[src/logic/nvm_regs_params.svh]
// Purpose: addresses, field positions, reset values and timing counts
// Assumes: 250 MHz system clock, 16-bit registers on a byte address
// Notes:   definitions only, no logic
`ifndef NVM_REGS_PARAMS_SVH
`define NVM_REGS_PARAMS_SVH

// register addresses
`define ADDR_UNLOCK         8'h04
`define ADDR_SCRATCH_ONE    8'h05
`define ADDR_SCRATCH_TWO    8'h06
`define ADDR_OFFSET         8'h07
`define ADDR_SCRATCH_THREE  8'h08
`define ADDR_PART_ID        8'h0f

// field positions
`define UNLOCK_BIT          15
`define BUSY_BIT            14
`define REV_MSB             15
`define REV_LSB             12
`define PART_MSB            11
`define PART_LSB            0

// reset values and clamp limits
`define UNLOCK_RESET        1'b0
`define OFFSET_RESET        16'h0000
`define SCRATCH_RESET       16'h0000
`define TEMP_MAX            16'h7fff
`define TEMP_MIN            16'h8000

// timing: least times, rounded up to whole cycles
`define CLK_PERIOD_NS       4
`define NVM_PROG_TIME_NS    7000000
`define NVM_LOAD_TIME_NS    1000
`define NVM_PROG_CYCLES \
    ((`NVM_PROG_TIME_NS + `CLK_PERIOD_NS - 1) / `CLK_PERIOD_NS)
`define NVM_LOAD_CYCLES \
    ((`NVM_LOAD_TIME_NS + `CLK_PERIOD_NS - 1) / `CLK_PERIOD_NS)

`endif

[src/logic/nvm_regs_pkg.sv]
// Purpose: shared types of the scratch, offset and id register bank
// Assumes: nothing beyond the params header
// Notes:   numbers live in the header, types live here
package nvm_regs_pkg;

    // life cycle of the non-volatile store
    typedef enum logic [1:0] {
        NVM_LOAD,
        NVM_IDLE,
        NVM_PROG
    } nvm_state_t;

    typedef logic [15:0] reg_word_t;
    typedef logic [1:0]  scratch_idx_t;

endpackage

[src/logic/nvm_word_store.sv]
// Purpose: three non-volatile scratch words with load and program timing
// Assumes: one program request at a time, only taken while idle
// Notes:   the array has no reset, it models cells that keep their data
`timescale 1ns/1ns
`include "nvm_regs_params.svh"

module nvm_word_store
    import nvm_regs_pkg::*;
#(
    parameter int        PROG_CYCLES = `NVM_PROG_CYCLES,
    parameter reg_word_t FACTORY_ONE = 16'h1234,
    parameter reg_word_t FACTORY_TWO = 16'h5678,
    parameter reg_word_t FACTORY_THREE = 16'h9abc
) (
    // clock and reset
    input  wire logic         i_sys_clk,
    input  wire logic         i_sys_rst,
    // program request
    input  wire logic         i_prog_req,
    input  wire scratch_idx_t i_prog_idx,
    input  wire reg_word_t    i_prog_data,
    // status and load
    output logic              o_busy,
    output logic              o_loading,
    output logic              o_load_done,
    output reg_word_t         o_word_one,
    output reg_word_t         o_word_two,
    output reg_word_t         o_word_three
);

    localparam int CNT_W = 24;

    // no reset reaches the cells; they keep data across every reset
    reg_word_t    cells [3] = '{FACTORY_ONE, FACTORY_TWO, FACTORY_THREE};
    nvm_state_t   state;
    logic [CNT_W-1:0] count;
    scratch_idx_t prog_idx;
    reg_word_t    prog_data;

    // sequencer: load after every reset, then serve program requests
    always_ff @(posedge i_sys_clk or posedge i_sys_rst) begin
        if (i_sys_rst) begin
            state       <= NVM_LOAD;
            count       <= '0;
            o_load_done <= 1'b0;
            prog_idx    <= '0;
            prog_data   <= '0;
        end else begin
            o_load_done <= 1'b0;
            case (state)
                NVM_LOAD: begin
                    if (count == CNT_W'(`NVM_LOAD_CYCLES - 1)) begin
                        state       <= NVM_IDLE;
                        count       <= '0;
                        o_load_done <= 1'b1;
                    end else begin
                        count <= count + 1'b1;
                    end
                end
                NVM_IDLE: begin
                    if (i_prog_req) begin
                        state     <= NVM_PROG;
                        count     <= '0;
                        prog_idx  <= i_prog_idx;
                        prog_data <= i_prog_data;
                    end
                end
                NVM_PROG: begin
                    if (count == CNT_W'(PROG_CYCLES - 1)) begin
                        state <= NVM_IDLE;
                        count <= '0;
                    end else begin
                        count <= count + 1'b1;
                    end
                end
                default: state <= NVM_IDLE;
            endcase
        end
    end

    // the cell is committed at the end of the program time
    always_ff @(posedge i_sys_clk) begin
        if (!i_sys_rst && state == NVM_PROG &&
            count == CNT_W'(PROG_CYCLES - 1)) begin
            cells[prog_idx] <= prog_data;
        end
    end

    assign o_busy       = (state != NVM_IDLE);
    assign o_loading    = (state == NVM_LOAD);
    assign o_word_one   = cells[0];
    assign o_word_two   = cells[1];
    assign o_word_three = cells[2];

endmodule

[src/logic/offset_saturate.sv]
// Purpose: add the calibration offset to a linearised temperature
// Assumes: both operands two's complement, 7.8125 mdegC per lsb
// Notes:   purely combinational, caller registers the result
`timescale 1ns/1ns
`include "nvm_regs_params.svh"

module offset_saturate
    import nvm_regs_pkg::*;
(
    // operands
    input  wire reg_word_t i_temp,
    input  wire reg_word_t i_offset,
    // result
    output reg_word_t      o_sum
);

    logic [16:0] wide;

    // one extra bit shows overflow; clamp rather than wrap
    always_comb begin
        wide = {i_temp[15], i_temp} + {i_offset[15], i_offset};
        if (wide[16] == wide[15]) begin
            o_sum = wide[15:0];
        end else if (wide[16]) begin
            o_sum = `TEMP_MIN;
        end else begin
            o_sum = `TEMP_MAX;
        end
    end

endmodule

[src/logic/scratch_offset_id_regs.sv]
// Purpose: scratch words, temperature offset, unlock and id registers
// Assumes: serial front end delivers one-cycle read and write strobes
// Notes:   read data answers one cycle after the read strobe
`timescale 1ns/1ns
`include "nvm_regs_params.svh"

// Summary of operation
// - three scratch words at 05h, 06h, 08h
// - locked writes change only the volatile copy
// - unlocked scratch write programs its cell when not busy
// - cells hold factory id, still writable
// - offset at 07h added, resets zero
// - offset two's complement, temperature format
// - overflowing sum saturates, never wraps
// - read-only id: revision and part code
// - unlock bit 15 selects program target
// - busy bit 14 during program or load
module scratch_offset_id_regs
    import nvm_regs_pkg::*;
#(
    parameter int        PROG_CYCLES = `NVM_PROG_CYCLES,
    parameter logic [3:0]  REV_CODE  = 4'h5,   // arbitrary value
    parameter logic [11:0] PART_CODE = 12'h0a5 // arbitrary value
) (
    // clock and reset
    input  wire logic        i_sys_clk,
    input  wire logic        i_sys_rst,
    // register access from the serial front end
    input  wire logic [7:0]  i_reg_addr,
    input  wire logic        i_reg_wr,
    input  wire reg_word_t   i_reg_wdata,
    input  wire logic        i_reg_rd,
    output reg_word_t        o_reg_rdata,
    output logic             o_reg_rvalid,
    // temperature path
    input  wire reg_word_t   i_temp_lin,
    input  wire logic        i_temp_valid,
    output reg_word_t        o_temp_result,
    output logic             o_temp_valid
);

    reg_word_t    scratch [3];
    reg_word_t    temp_offset;
    logic         nvm_unlock_bit;
    logic         nvm_busy;
    logic         nvm_loading;
    logic         load_done;
    reg_word_t    nvm_one;
    reg_word_t    nvm_two;
    reg_word_t    nvm_three;
    logic         prog_req;
    scratch_idx_t prog_idx;
    logic [2:0]   scratch_sel;
    logic         scratch_hit;
    reg_word_t    sat_sum;
    reg_word_t    next_rdata;

    // scratch address to word index; hit flag in the top bit
    function automatic logic [2:0] scratch_lookup(input logic [7:0] addr);
        if (addr == `ADDR_SCRATCH_ONE) begin
            scratch_lookup = 3'b100;
        end else if (addr == `ADDR_SCRATCH_TWO) begin
            scratch_lookup = 3'b101;
        end else if (addr == `ADDR_SCRATCH_THREE) begin
            scratch_lookup = 3'b110;
        end else begin
            scratch_lookup = 3'b000;
        end
    endfunction

    // decoded once, then split into hit flag and word index
    assign scratch_sel = scratch_lookup(i_reg_addr);
    assign scratch_hit = scratch_sel[2];
    assign prog_idx    = scratch_sel[1:0];

    // a request made while busy is dropped; the host polls busy first
    assign prog_req = i_reg_wr && scratch_hit && nvm_unlock_bit
                      && !nvm_busy;

    nvm_word_store #(
        .PROG_CYCLES   (PROG_CYCLES)
    ) u_store (
        .i_sys_clk     (i_sys_clk),
        .i_sys_rst     (i_sys_rst),
        .i_prog_req    (prog_req),
        .i_prog_idx    (prog_idx),
        .i_prog_data   (i_reg_wdata),
        .o_busy        (nvm_busy),
        .o_loading     (nvm_loading),
        .o_load_done   (load_done),
        .o_word_one    (nvm_one),
        .o_word_two    (nvm_two),
        .o_word_three  (nvm_three)
    );

    offset_saturate u_sat (
        .i_temp        (i_temp_lin),
        .i_offset      (temp_offset),
        .o_sum         (sat_sum)
    );

    // scratch words: loaded from the cells, then written by the host
    // writes inside the load window are dropped; the copy would bury them
    always_ff @(posedge i_sys_clk or posedge i_sys_rst) begin
        if (i_sys_rst) begin
            scratch[0] <= `SCRATCH_RESET;
            scratch[1] <= `SCRATCH_RESET;
            scratch[2] <= `SCRATCH_RESET;
        end else if (load_done) begin
            scratch[0] <= nvm_one;
            scratch[1] <= nvm_two;
            scratch[2] <= nvm_three;
        end else if (i_reg_wr && scratch_hit && !nvm_loading) begin
            // volatile copy follows the write, locked or not
            scratch[prog_idx] <= i_reg_wdata;
        end
    end

    // offset and unlock registers
    always_ff @(posedge i_sys_clk or posedge i_sys_rst) begin
        if (i_sys_rst) begin
            temp_offset    <= `OFFSET_RESET;
            nvm_unlock_bit <= `UNLOCK_RESET;
        end else if (i_reg_wr) begin
            if (i_reg_addr == `ADDR_OFFSET) begin
                temp_offset <= i_reg_wdata;
            end else if (i_reg_addr == `ADDR_UNLOCK) begin
                nvm_unlock_bit <= i_reg_wdata[`UNLOCK_BIT];
            end
        end
    end

    // read mux; unmapped and reserved bits read as zero
    always_comb begin
        next_rdata = '0;
        if (i_reg_addr == `ADDR_UNLOCK) begin
            next_rdata[`UNLOCK_BIT] = nvm_unlock_bit;
            next_rdata[`BUSY_BIT]   = nvm_busy;
        end else if (scratch_hit) begin
            next_rdata = scratch[prog_idx];
        end else if (i_reg_addr == `ADDR_OFFSET) begin
            next_rdata = temp_offset;
        end else if (i_reg_addr == `ADDR_PART_ID) begin
            next_rdata = {REV_CODE, PART_CODE};
        end
    end

    // read answer registered so the port comes from a flop
    always_ff @(posedge i_sys_clk or posedge i_sys_rst) begin
        if (i_sys_rst) begin
            o_reg_rdata  <= '0;
            o_reg_rvalid <= 1'b0;
        end else begin
            o_reg_rvalid <= i_reg_rd;
            if (i_reg_rd) begin
                o_reg_rdata <= next_rdata;
            end
        end
    end

    // temperature result with offset, one cycle of latency
    always_ff @(posedge i_sys_clk or posedge i_sys_rst) begin
        if (i_sys_rst) begin
            o_temp_result <= '0;
            o_temp_valid  <= 1'b0;
        end else begin
            o_temp_valid <= i_temp_valid;
            if (i_temp_valid) begin
                o_temp_result <= sat_sum;
            end
        end
    end

    logic [16:0] chk_sum;
    assign chk_sum = {i_temp_lin[15], i_temp_lin}
                   + {temp_offset[15], temp_offset};
endmodule

[config.mk]
export PLATFORM = sky130hd
export DESIGN_NAME = scratch_offset_id_regs
export DESIGN_NICKNAME = d
export VERILOG_FILES = /design/src/logic/nvm_regs_pkg.sv /design/src/logic/nvm_word_store.sv /design/src/logic/offset_saturate.sv /design/src/logic/scratch_offset_id_regs.sv
export VERILOG_INCLUDE_DIRS = /design/src /design/src/logic
export SDC_FILE = /design/constraint.sdc
export NUM_CORES = 1
export LEC_CHECK = 0
export BUFFER_PORTS_ARGS = -buffer_cell sky130_fd_sc_hd__buf_2
export CORE_MARGIN = 10
export CORE_UTILIZATION = 60
export DETAILED_ROUTE_END_ITERATION = 12
export GPL_ROUTABILITY_DRIVEN = 0
export PLACE_DENSITY_LB_ADDON = 0.3
export SLEW_MARGIN = 20
export SYNTH_ARGS = -nofsm -noshare
export SYNTH_HDL_FRONTEND = slang
export SYNTH_SLANG_ARGS = --single-unit
[constraint.sdc]
create_clock -name i_sys_clk -period 5.55 [get_ports i_sys_clk]
set_clock_uncertainty 0.05 [all_clocks]
set_input_delay 0.8325 -clock i_sys_clk [delete_from_list [all_inputs] [get_ports i_sys_clk]]
set_output_delay 0.8325 -clock i_sys_clk [all_outputs]
set_load 0.03 [all_outputs]
### Word level (Yosys, flattened, before mapping)

Memories as Yosys holds them, arrays and structs flattened.
Index checks and enable logic that the tools add are counted.

* register bits after elaboration: 144
* bits in writable memories: 48
* output and inout port bits: 34
* logic and storage cells: 84
* memories kept: 1

Memory list
* u_store.cells: depth 3, width 16, read ports 3, clocked after memory_dff 0, write ports 1, RTL line nvm_word_store.sv:34 `reg_word_t cells [3] = '{FACTORY_ONE, FACTORY_TWO, FACTORY_THREE};`

* $add $sub $neg: 2
* order comparisons: 2
* eq/ne operators: 15
* muxes and demuxes: 30
* bitwise logic cells: 2
* reduce and logical (&&, ||, !) cells: 18

Operators by type and width (number)
* $mux W16: 7
* $mux W48: 2
* $mux W24: 3
* $pmux W24 S3: 1
* $bwmux W48: 1
* $bmux W16 S2: 1
* $demux W16 S2: 1
* $eq A8 B3 Y1 const B: 4
* $add A24 B1 Y24 const B: 1
* $eq A24 B21 Y1 const B: 1
* $eq A24 B8 Y1 const B: 1
* $add A16 B16 Y17: 1
* $eq A8 B4 Y1 const B: 2
* $mux W15: 1
* $mux W14: 1
* $mux W3: 3
* $mux W2: 4
* $logic_and A1 B1 Y1: 7
* $ne A2 B1 Y1 const B: 3
* $pmux W2 S3: 1
* $reduce_and A2 Y1: 3
* $reduce_and A3 Y1: 2
* $mux W1: 4
* $ge A3 B3 Y1 const B: 1
* other kinds (11): 13

### Logic depth before layout (Yosys ltp)

Gate-level depths: netlist of the first run.

* depth after elaboration: 12
* mapped depth: 11

### Modules after synthesis

A second synthesis of the first run with hierarchy kept.

* cell total of the unflattened synthesis: 862
* area total of the unflattened synthesis: 9688.0 µm²

Modules (own cells, without submodules)
* scratch_offset_id_regs: times used 1, cells an instance 490, area an instance 5068.6 µm², sequential area each 2477.4 µm²
* nvm_word_store: times used 1, cells an instance 250, area an instance 3688.5 µm², sequential area each 2567.5 µm²
* offset_saturate: times used 1, cells an instance 122, area an instance 930.9 µm², sequential area each 0.0 µm²

### Worst setup path after synthesis of the first run

OpenSTA, ideal clock, no wires.

* path type: input to register
* start: input i_sys_rst
* end: memory u_store.cells[1][0] in the netlist's numbering (enable)
* data arrival time: 5.652 ns
* data required time: 5.087 ns
* path slack: -0.565 ns
* stages on the path: 3
* buffers on the path: 0
* path through: inv_1 nand3_1 nor3b_1

* cells in the longest elaborated chain, start to end: 5

RTL lines
* from (decl): RTL line scratch_offset_id_regs.sv:27 `input wire logic i_sys_rst,`
* $logic_not A1 Y1: RTL line nvm_word_store.sv:83 `if (!i_sys_rst && state == NVM_PROG &&`
* $logic_and A1 B1 Y1 (2 in a row): RTL line nvm_word_store.sv:83
* $mux W1: RTL line nvm_word_store.sv:83
* $mux W1 (implied by the code): RTL line nvm_word_store.sv:85 `cells[prog_idx] <= prog_data;`
* to (decl): RTL line nvm_word_store.sv:34

No other way between the ends.

### Worst setup path after layout of the first run

* start: input i_reg_addr[5]
* end: register scratch[10] in the netlist's numbering

* cells in the longest elaborated chain, start to end: 12
* elaborated cells on any way between the ends: 18
* classes of those cells: order compare (2); eq/ne (3); mux (8); bitwise (1); reduce/logical (4)

RTL lines
* from (decl): RTL line scratch_offset_id_regs.sv:29 `input wire logic [7:0] i_reg_addr,`
* $eq A8 B4 Y1 (no source line)
* $mux W3: RTL line scratch_offset_id_regs.sv:64 `` end else if (addr == `ADDR_SCRATCH_THREE) begin ``
* $mux W3: RTL line scratch_offset_id_regs.sv:62 `` end else if (addr == `ADDR_SCRATCH_TWO) begin ``
* $mux W3 *: RTL line scratch_offset_id_regs.sv:60 `` if (addr == `ADDR_SCRATCH_ONE) begin ``
* $not A2 Y3 (implied by the code): RTL line scratch_offset_id_regs.sv:115 `scratch[prog_idx] <= i_reg_wdata;`
* $ge A3 B3 Y1 (implied by the code) or $lt A3 B1 Y1 (tied branches): RTL line scratch_offset_id_regs.sv:115
* $logic_and A1 B1 Y1 (implied by the code): RTL line scratch_offset_id_regs.sv:115
* $mux W16 (implied by the code): RTL line scratch_offset_id_regs.sv:115
* $demux W16 S2: RTL line scratch_offset_id_regs.sv:115
* $bwmux W48: RTL line scratch_offset_id_regs.sv:115
* $mux W48: RTL line scratch_offset_id_regs.sv:113 `end else if (i_reg_wr && scratch_hit && !nvm_loading) begin`
* $mux W48: RTL line scratch_offset_id_regs.sv:109 `end else if (load_done) begin`
* to (signal, indexed assignment): RTL line scratch_offset_id_regs.sv:115
* to (decl): RTL line scratch_offset_id_regs.sv:42 `reg_word_t scratch [3];`

Mark *: on every way between the ends. The rest lies on a longest branch, timed or not. The select of a mux whose other input is x is not followed.
A chain may end at the register's enable or synchronous reset.

==> results.yml, run 1 <==
yosys:
  yosysSeqAreaShare_pct: 53.80
  yosysMostFrequentCell: "dfrtp_1"
  syn_inst: 883
  netlist_area_sq_um: 9376
  yosys.area.top_type: "dfrtp_1"
  synth_commonest_cells: "144 x dfrtp_1, 114 x nand2_1, 102 x o21ai_0, 56 x mux2i_1, 48 x edfxtp_1"
  ys_warn_count: 0
  synth-seq-cells: 192
  netlist_top_cells_area: "dfrtp_1 38%, edfxtp_1 15%, mux2i_1 6.0%"
  yosysTopAreaCellShare_pct: 38.43
  ys_types: 69
  synth_nets: 951
  synthFlopType: "dfrtp_1"
  synth_edf_count: 48
  postSynth.asyncResetShare_pct: 75.00
  syn_avg_cell_area_sq_um: 10.62
sta:
  worst_slack_ns: 2.237
  setup_viol: 0
  timing.setup.tns_ns: 0
  finalCritPeriodShare_pct: 59.69
  rsz0062_at_grt: "false"
  worst_pin_slew_ns: 0.9858
  slew_headroom_pct: 34.12
  clock.fmax_ghz: 0.3019
  drv_slew: 0
  finalHoldViolCount: 0
  period_needed_ns: 3.313
clock_network:
  clockBufferDepth: 2
  cts_tree: "built"
  cts_setup_buffers: 0
  cts_buffers: 17
  htreeDepth: 4
  cts_num_sinks: 192
  clock_latency_ns: 0.44
  cts-resized-gates: 0
  cts-root-buf: "clkbuf_16"
  ctsHoldBuffers: 0
  clk_pin_slew_ns: 0.07
floorplan:
  start_util_pct: 61.45
  design.die.area_sq_um: 21030
  die_width_um: 145.0
  die_h_um: 145.0
  ioPinCount: 79
  core_area_sq_um: 15260
  num_rows: 45
worst_setup_path:
  r2r_slack_ns: 2.53
  path_class: "input pin to flop"
  path_max_fanout: 16
  required_ns: 5.77
  end_kind: "flop"
  cp.arrival_ns: 3.54
  crit_path_cell_trace: "buf_2 -> nor4_2 -> nand3b_1 -> nor3_2 -> nand2_1 -> mux2i_1 -> o21ai_0"
  slowest_delay_ns: 0.74
  critPathSlowestCell: "nand2_1"
  startpoint_type: "input pin"
pwr:
  power_density_nw_per_um2: 293.7
  ir_drop_uv: 229.4
  pwr-share-clk_pct: 40.5
  sw_frac_of_total_pct: 26.32
  power.switching_mw: 0.8142
  leakagePower_nw: 4.726
  pwr-share-seq_pct: 49.2
  total_power_mw: 3.094
  power_frac_comb_pct: 10.3
  p_int_mw: 2.280
route:
  detail-route-antenna-nets: 0
  via_per_inst: 6.055
  wl_per_cell_um: 19.44
  wirelength_um: 22700
  firstDrtPassIters: 5
  drcViolationCount: 0
  num_vias: 7072
  drtIter0Drc: 820
cells_and_area:
  instances_no_fill: 1168
  layout-drive-gt1-share_pct: 17.24
  area_delta_synth_final_pct: 12.37
  final_nets: 1012
  fill_cells: 1144
  diodes: 0
run_status:
  outcome: "completed"
place:
  placed_cells_incl_taps: 1136
  port_buffers: 78
  dp_slack_ns: 1.830
  dp_hpwl_um: 15880
job:
  maxCapViolations: 0
grt:
  grt-ovfl-total: 0
  grt_first_pass_wirelength_um: 37520
  grt_pass1_vias: 7075
  antenna_found_initial: 0
  grt_usage_pct: 21.65
  grt_max_degree: 97
worst_hold_path:
  hp-class: "flop to flop"
-- routing by layer --
metal  part of all wire [%]  wire length, um  track usage [%]
met1                     46            10480            30.23
met2                     46            10460            33.96
met3                    6.9             1574            4.564
met4                   0.81              185            4.801
met5                      0                0                0
-- worst max-delay path: cells and delay by family --
kind,cells,cell delay [ns]
AOI/OAI and AO/OA,1,0.11
and+or+nand+nor,4,2.08
buffers and inverters,1,0.11
muxes,1,0.40
-- power by group through the flow --
stage	sequential, mW	clock [mW]	combinational, mW
3_3_place_gp	1.55	0	0.313
5_1_grt	1.53	1.33	0.353
4_1_cts	1.52	1.26	0.321
3_5_place_dp	1.55	0	0.318
2_1_floorplan	1.59	0	0.164
6_report	1.52	1.25	0.320
-- layout by cell type, fill, tap and decap left out, types with 8 or more instances in the layout --
cell / count
mux2_2: 35
mux2i_1: 56
clkbuf_16: 17
and3_1: 10
o21ai_0: 102
nand3_1: 24
buf_2: 78
nand2b_1: 8
ha_1: 22
dfrtp_1: 143
nor2_1: 47
nor2b_1: 10
nand2_1: 114
o21ai_1: 28
edfxtp_1: 48
inv_1: 23
a21oi_1: 41
-- final timing paths --
check	start	endpoint	cells past startpoint
max	i_reg_addr[5]	scratch[10]	7
min	u_store.cells[0][14]	scratch[46]	2
max reg2reg	temp_offset[1]	o_temp_result[11]	8
min reg2reg	u_store.cells[0][14]	scratch[46]	2
max in group asynchronous	i_sys_rst	scratch[11]	4
min in group asynchronous	i_sys_rst	o_temp_valid	3
-- final cells by class --
cell class	instances	area [sq um]	area share (%)
well taps	211	264.0	2.506
flip-flops and latches	192	5046	47.89
inverters	24	93.84	0.8906
clock inverters	13	168.9	1.603
multi-input cells	626	4103	38.94
clock buffers	19	432.9	4.109
repair buffers	83	427.9	4.061
-- metrics by stage --
step	instance area (sq um)	hold WS (ns)	util [%]
global route	10540	0.4423	69.05
global placement	9935	0.3824	65.11
CTS	10540	0.4085	69.05
floorplan	9380	0.3797	-
finish	10540	0.4101	69.05
detailed placement	9935	0.3890	65.11
-- logic make-up after synthesis --
| logic type | Yosys count | share of synthesized area [%] |
|---|---|---|
| multiplexers | 93 | 10.42 |
| adder cells (fa/ha/maj) | 28 | 3.683 |
| buffers and inverters | 65 | 2.802 |
| flip-flops | 192 | 53.80 |
| XOR/XNOR | 12 | 1.121 |
| AND/OR/NAND/NOR | 258 | 13.10 |
| AO/OA/AOI/OAI | 235 | 15.07 |
-- flip-flops by register name, summed over array words and instances (netlist names) --
signal,count
o_reg_rvalid,1
o_temp_valid,1
scratch,48
nvm_unlock_bit,1
u_store.cells,48
u_store.prog_idx,2
u_store.state,2
temp_offset,16
o_temp_result,16
o_reg_rdata,16
u_store.prog_data,16
u_store.o_load_done,1
u_store.count,24
Note: power is estimated with default switching activity, not from simulation.
==> run 2: changes to the inputs <==
clock period = 3.4 ns   (was 5.55 ns; I/O delays follow)
==> run 2 against run 1 <==
Register-to-register slack worse by 2.0 ns. Wire length is 0.69% higher. Sequential power is 63% higher. Global-route usage is 0.35 points lower. Utilization is 0.59 points higher. Sequential cell count stayed put. Die area stayed put. Clock-buffer cell count stayed put. Via count is 2.7% higher.
==> results.yml, run 2 (synthesized netlist as in run 1, its figures left out) <==
floorplan:
  core_area_sq_um: 15260
  design.die.area_sq_um: 21030
  num_rows: 45
  start_util_pct: 61.45
  ioPinCount: 79
  die_h_um: 145.0
  die_width_um: 145.0
sta:
  worst_pin_slew_ns: 0.8166
  finalCritPeriodShare_pct: 83.14
  setup_viol: 0
  finalHoldViolCount: 0
  rsz0062_at_grt: "false"
  worst_slack_ns: 0.5733
  period_needed_ns: 2.827
  clock.fmax_ghz: 0.3538
  drv_slew: 0
  slew_headroom_pct: 45.56
route:
  firstDrtPassIters: 5
  via_per_inst: 6.127
  wirelength_um: 22860
  num_vias: 7261
  wl_per_cell_um: 19.29
  detail-route-antenna-nets: 0
  drtIter0Drc: 851
  drcViolationCount: 0
grt:
  grt_first_pass_wirelength_um: 36610
  antenna_found_initial: 1
  met3_usage_pct: 4.688
  busiest_layer: "met2"
  grt_use_met1_pct: 29.75
  grt_usage_pct: 21.30
  grt_pass1_vias: 6797
  grt_use_met2_pct: 31.95
  grt-ovfl-total: 0
  grt_max_degree: 145
worst_setup_path:
  r2r_start: "temp_offset[1]"
  cp.arrival_ns: 3.13
  required_ns: 3.71
  timing.rr.end: "o_temp_result[13]"
  crit_path_cell_trace: "ha_1 -> a211oi_1 -> o211ai_1 -> a2111oi_2 -> a2111oi_4 -> nor2_1 -> a21oi_1 -> o2bb2ai_1"
  path_max_fanout: 8
  r2r_cells: 8
  end_kind: "flop"
  critPathSlowestCell: "a2111oi_2"
  path_buf_inv: 0
  slowest_delay_ns: 0.52
  r2r_slack_ns: 0.57
  startpoint_type: "flop"
  cp_top_family: "compound AO/OA/AOI/OAI gates"
  path_class: "flop to flop"
clock_network:
  cts_num_sinks: 192
  cts_tree: "built"
  clk_pin_slew_ns: 0.07
  cts-root-buf: "clkbuf_16"
  cts_setup_buffers: 0
  clock_latency_ns: 0.44
  cts_buffers: 17
  ctsHoldBuffers: 0
  clockBufferDepth: 2
  htreeDepth: 4
  cts-resized-gates: 0
cells_and_area:
  multi_input_area_sq_um: 4084
  fill_cells: 1124
  instances_no_fill: 1185
  mostFrequentLayoutCell: "dfrtp_1"
  regArea_sq_um: 5046
  largestRegisters: "scratch: 48 flops, u_store.cells: 48 flops, u_store.count: 24 flops"
  layout-drive-gt1-share_pct: 18.52
  most-common-layout-cells: "143 x dfrtp_1, 114 x nand2_1, 102 x o21ai_0"
  final_nets: 1027
  area_delta_synth_final_pct: 13.33
  final_core_util_pct: 69.64
worst_hold_path:
  whs_endpoint: "o_temp_valid"
  hp-class: "input pin to flop"
  min_path_cells: 1
  hp-start: "i_temp_valid"
place:
  port_buffers: 78
  dp_slack_ns: 0.4055
  placed_cells_incl_taps: 1151
  dp_hpwl_um: 16170
pwr:
  leakagePower_nw: 4.809
  ir_drop_uv: 380.9
  power_density_nw_per_um2: 469.9
run_status:
  outcome: "completed"
job:
  maxCapViolations: 0
## run 2: routing by layer
layer | routed length, um | part of all wire (%)
met5 | 0 | 0
met4 | 515 | 2.3
met3 | 1719 | 7.5
met2 | 10270 | 45
met1 | 10350 | 45
## run 2: stage by stage
step | hold slack, ns | cell area, sq um | setup TNS [ns] | power, mW
2_1_floorplan | 0.3797 | 9395 | -14.77 | 2.868
3_3_place_gp | 0.3824 | 10040 | 0 | 3.039
3_5_place_dp | 0.3910 | 10040 | 0 | 3.054
4_1_cts | 0.1949 | 10620 | 0 | 5.008
5_1_grt | 0.2032 | 10620 | 0 | 5.152
6_report | 0.2059 | 10630 | 0 | 4.993
## run 2: cell type report
| class | count | share of cell area [%] |
|---|---|---|
| sequential | 192 | 47.49 |
| multi-input combinational | 626 | 38.43 |
| timing repair buffer | 98 | 5.204 |
| clock buffer | 19 | 4.074 |
| tap | 211 | 2.484 |
| clock inverter | 13 | 1.389 |
| inverter | 24 | 0.8831 |
| antenna | 2 | 0.04710 |
## run 2: worst max path at each step
stage                   startpoint                   to  slack (ns)  cells after the start
floorplan                i_sys_rst  u_store.cells[2][0]       -0.32                      3
global placement     i_reg_addr[0]     u_store.count[6]        0.47                      8
detailed placement   i_reg_addr[5]       temp_offset[2]        0.41                      6
CTS                 temp_offset[0]    o_temp_result[11]        0.61                     10
global route        temp_offset[0]    o_temp_result[13]        0.36                     10
finish              temp_offset[1]    o_temp_result[13]        0.57                      8
## run 2: where the power goes
| part | internal (mW) | switching [mW] |
|---|---|---|
| registers | 2.43 | 0.0532 |
| clock network | 1.04 | 0.937 |
| logic | 0.182 | 0.345 |
| total | 3.66 | 1.34 |
## run 2: worst reg2reg max path: stages, from the launching register on
cell       delay [ns]
dfrtp_1          0.43
ha_1             0.30
a211oi_1         0.33
o211ai_1         0.26
a2111oi_2        0.52
a2111oi_4        0.09
nor2_1           0.49
a21oi_1          0.10
o2bb2ai_1        0.17
==> run 3: changes to the inputs <==
clock period = 2.9 ns   (was 3.4 ns; I/O delays follow)
==> run 3 against run 2 <==
Maximum frequency increased by 4.2%. Design area increased by 1.3%. Global-route usage increased by 0.59 points. First-iteration DRC count increased by 14%. Cell count increased by 1.6%. Via count decreased by 0.41%. Sequential power increased by 17%. Clock-buffer cell count unchanged. Worst setup slack got worse by 0.39 ns. Clock power increased by 13%. Register-to-register slack got worse by 0.39 ns. Critical path type unchanged. Highest routed layer unchanged.
==> results.yml, run 3 (synthesized netlist as in run 1, its figures left out) <==
clock_network:
  cts_buffers: 17
  clock_latency_ns: 0.43
  cts_tree: "built"
  cts-resized-gates: 0
  ctsHoldBuffers: 0
  cts-root-buf: "clkbuf_16"
  htreeDepth: 4
  clk_pin_slew_ns: 0.07
  cts_num_sinks: 192
  clockBufferDepth: 2
  cts_setup_buffers: 0
pwr:
  power_density_nw_per_um2: 536.0
  ir_drop_uv: 335.2
  leakagePower_nw: 4.885
place:
  dp_hpwl_um: 16540
  placed_cells_incl_taps: 1167
  port_buffers: 78
grt:
  grt-ovfl-total: 0
  grt_usage_pct: 21.89
  grt_pass1_vias: 6926
  grt_max_degree: 145
  antenna_found_initial: 4
  grt_first_pass_wirelength_um: 37310
route:
  wirelength_um: 23490
  firstDrtPassIters: 6
  num_vias: 7231
  drtIter0Drc: 968
  wl_per_cell_um: 19.51
  via_per_inst: 6.006
  detail-route-antenna-nets: 0
  drcViolationCount: 0
floorplan:
  die_width_um: 145.0
  core_area_sq_um: 15260
  ioPinCount: 79
  start_util_pct: 61.45
  design.die.area_sq_um: 21030
  num_rows: 45
  die_h_um: 145.0
worst_setup_path:
  end_kind: "flop"
  r2r_cells: 10
  r2r_slack_ns: 0.19
  startpoint_type: "flop"
  required_ns: 3.17
  cp.arrival_ns: 2.98
  timing.rr.end: "u_store.count[6]"
  r2r_start: "u_store.count[1]"
  path_class: "flop to flop"
  path_max_fanout: 19
worst_hold_path:
  hp-class: "input pin to flop"
  hp-start: "i_temp_valid"
  min_path_cells: 1
  whs_endpoint: "o_temp_valid"
cells_and_area:
  area_delta_synth_final_pct: 14.77
  mostFrequentLayoutCell: "dfrtp_1"
  largestRegisters: "scratch: 48 flops, u_store.cells: 48 flops, u_store.count: 24 flops"
  layout-drive-gt1-share_pct: 19.84
  most-common-layout-cells: "143 x dfrtp_1, 114 x nand2_1, 102 x o21ai_0"
  final_core_util_pct: 70.53
  final_nets: 1043
  instances_no_fill: 1204
  fill_cells: 1089
sta:
  setup_viol: 0
  fin_hold_ws_ns: 0.1502
  slew_headroom_pct: 46.66
  finalHoldViolCount: 0
  period_needed_ns: 2.713
  rsz0062_at_grt: "false"
  finalCritPeriodShare_pct: 93.54
  drv_slew: 0
  clock.fmax_ghz: 0.3687
  worst_pin_slew_ns: 0.8001
run_status:
  outcome: "completed"
job:
  maxCapViolations: 0
==> run 3: cell types whose count changed in the layout (fill, tap and decap cells not counted) <==
cell      delta
nor2_2       +1
inv_8        -3
buf_4       +14
clkinv_4     +2
clkinv_8     -1
diode_2      +3
buf_12       +2
clkinv_1     +1
nor2_1       -1
inv_6        +1
==> run 3: final cells by class <==
type                            instances  area (sq um)  area share (%)
Sequential cell                       192          5046           46.89
Multi-Input combinational cell        626          4086           37.97
Timing Repair Buffer                  114         698.2           6.488
Clock buffer                           19         432.9           4.023
Tap cell                              211         264.0           2.453
Clock inverter                         13         127.6           1.186
Inverter                               24         93.84          0.8720
Antenna cell                            5         12.51          0.1163
==> run 3: how the worst max path moves through the flow <==
| stage | from | endpoint | slack [ns] | cells after the start |
|---|---|---|---|---|
| floorplan | i_sys_rst | u_store.cells[2][0] | -0.74 | 3 |
| global placement | i_temp_lin[0] | o_temp_result[0] | 0.17 | 11 |
| detailed placement | i_temp_lin[1] | o_temp_result[3] | 0.1 | 9 |
| CTS | temp_offset[1] | o_temp_result[3] | 0.19 | 8 |
| global route | temp_offset[0] | o_temp_result[9] | 0.009 | 10 |
| finish | u_store.count[1] | u_store.count[6] | 0.19 | 10 |
==> run 3: through the flow <==
step	TNS, ns	area [sq um]	total power [mW]	setup WS [ns]
after global routing	0	10760	5.983	0.009403
final	0	10760	5.769	0.1874
after floorplan	-35.17	9395	3.362	-0.7442
after detailed placement	0	10190	3.579	0.09907
after CTS	0	10750	5.793	0.1904
after global placement	0	10190	3.564	0.1700
==> run 3: power by group <==
group          internal, mW  total [mW]  switching [mW]
sequential             2.85        2.91          0.0614
combinational         0.215       0.621           0.406
clock                  1.20        2.24            1.03
total                  4.27        5.77            1.50
==> run 3: layer usage <==
metal / wire, um / part of all wire [%] / track usage [%]
met3: 1836 / 7.8 / 4.874
met2: 10870 / 46 / 33.32
met4: 365 / 1.6 / 7.508
met1: 10410 / 44 / 30.26
met5: 0 / 0 / 0
==> run 3: critical path: stages (launching register included) <==
cell and delay (ns):
dfrtp_1 0.43, inv_1 0.07, ha_1 0.13, or4b_2 0.60, nor4_1 0.36, buf_4 0.19, mux2_2 0.22, buf_12 0.17
nor2_1 0.17, nand3_1 0.14, o21ai_1 0.06
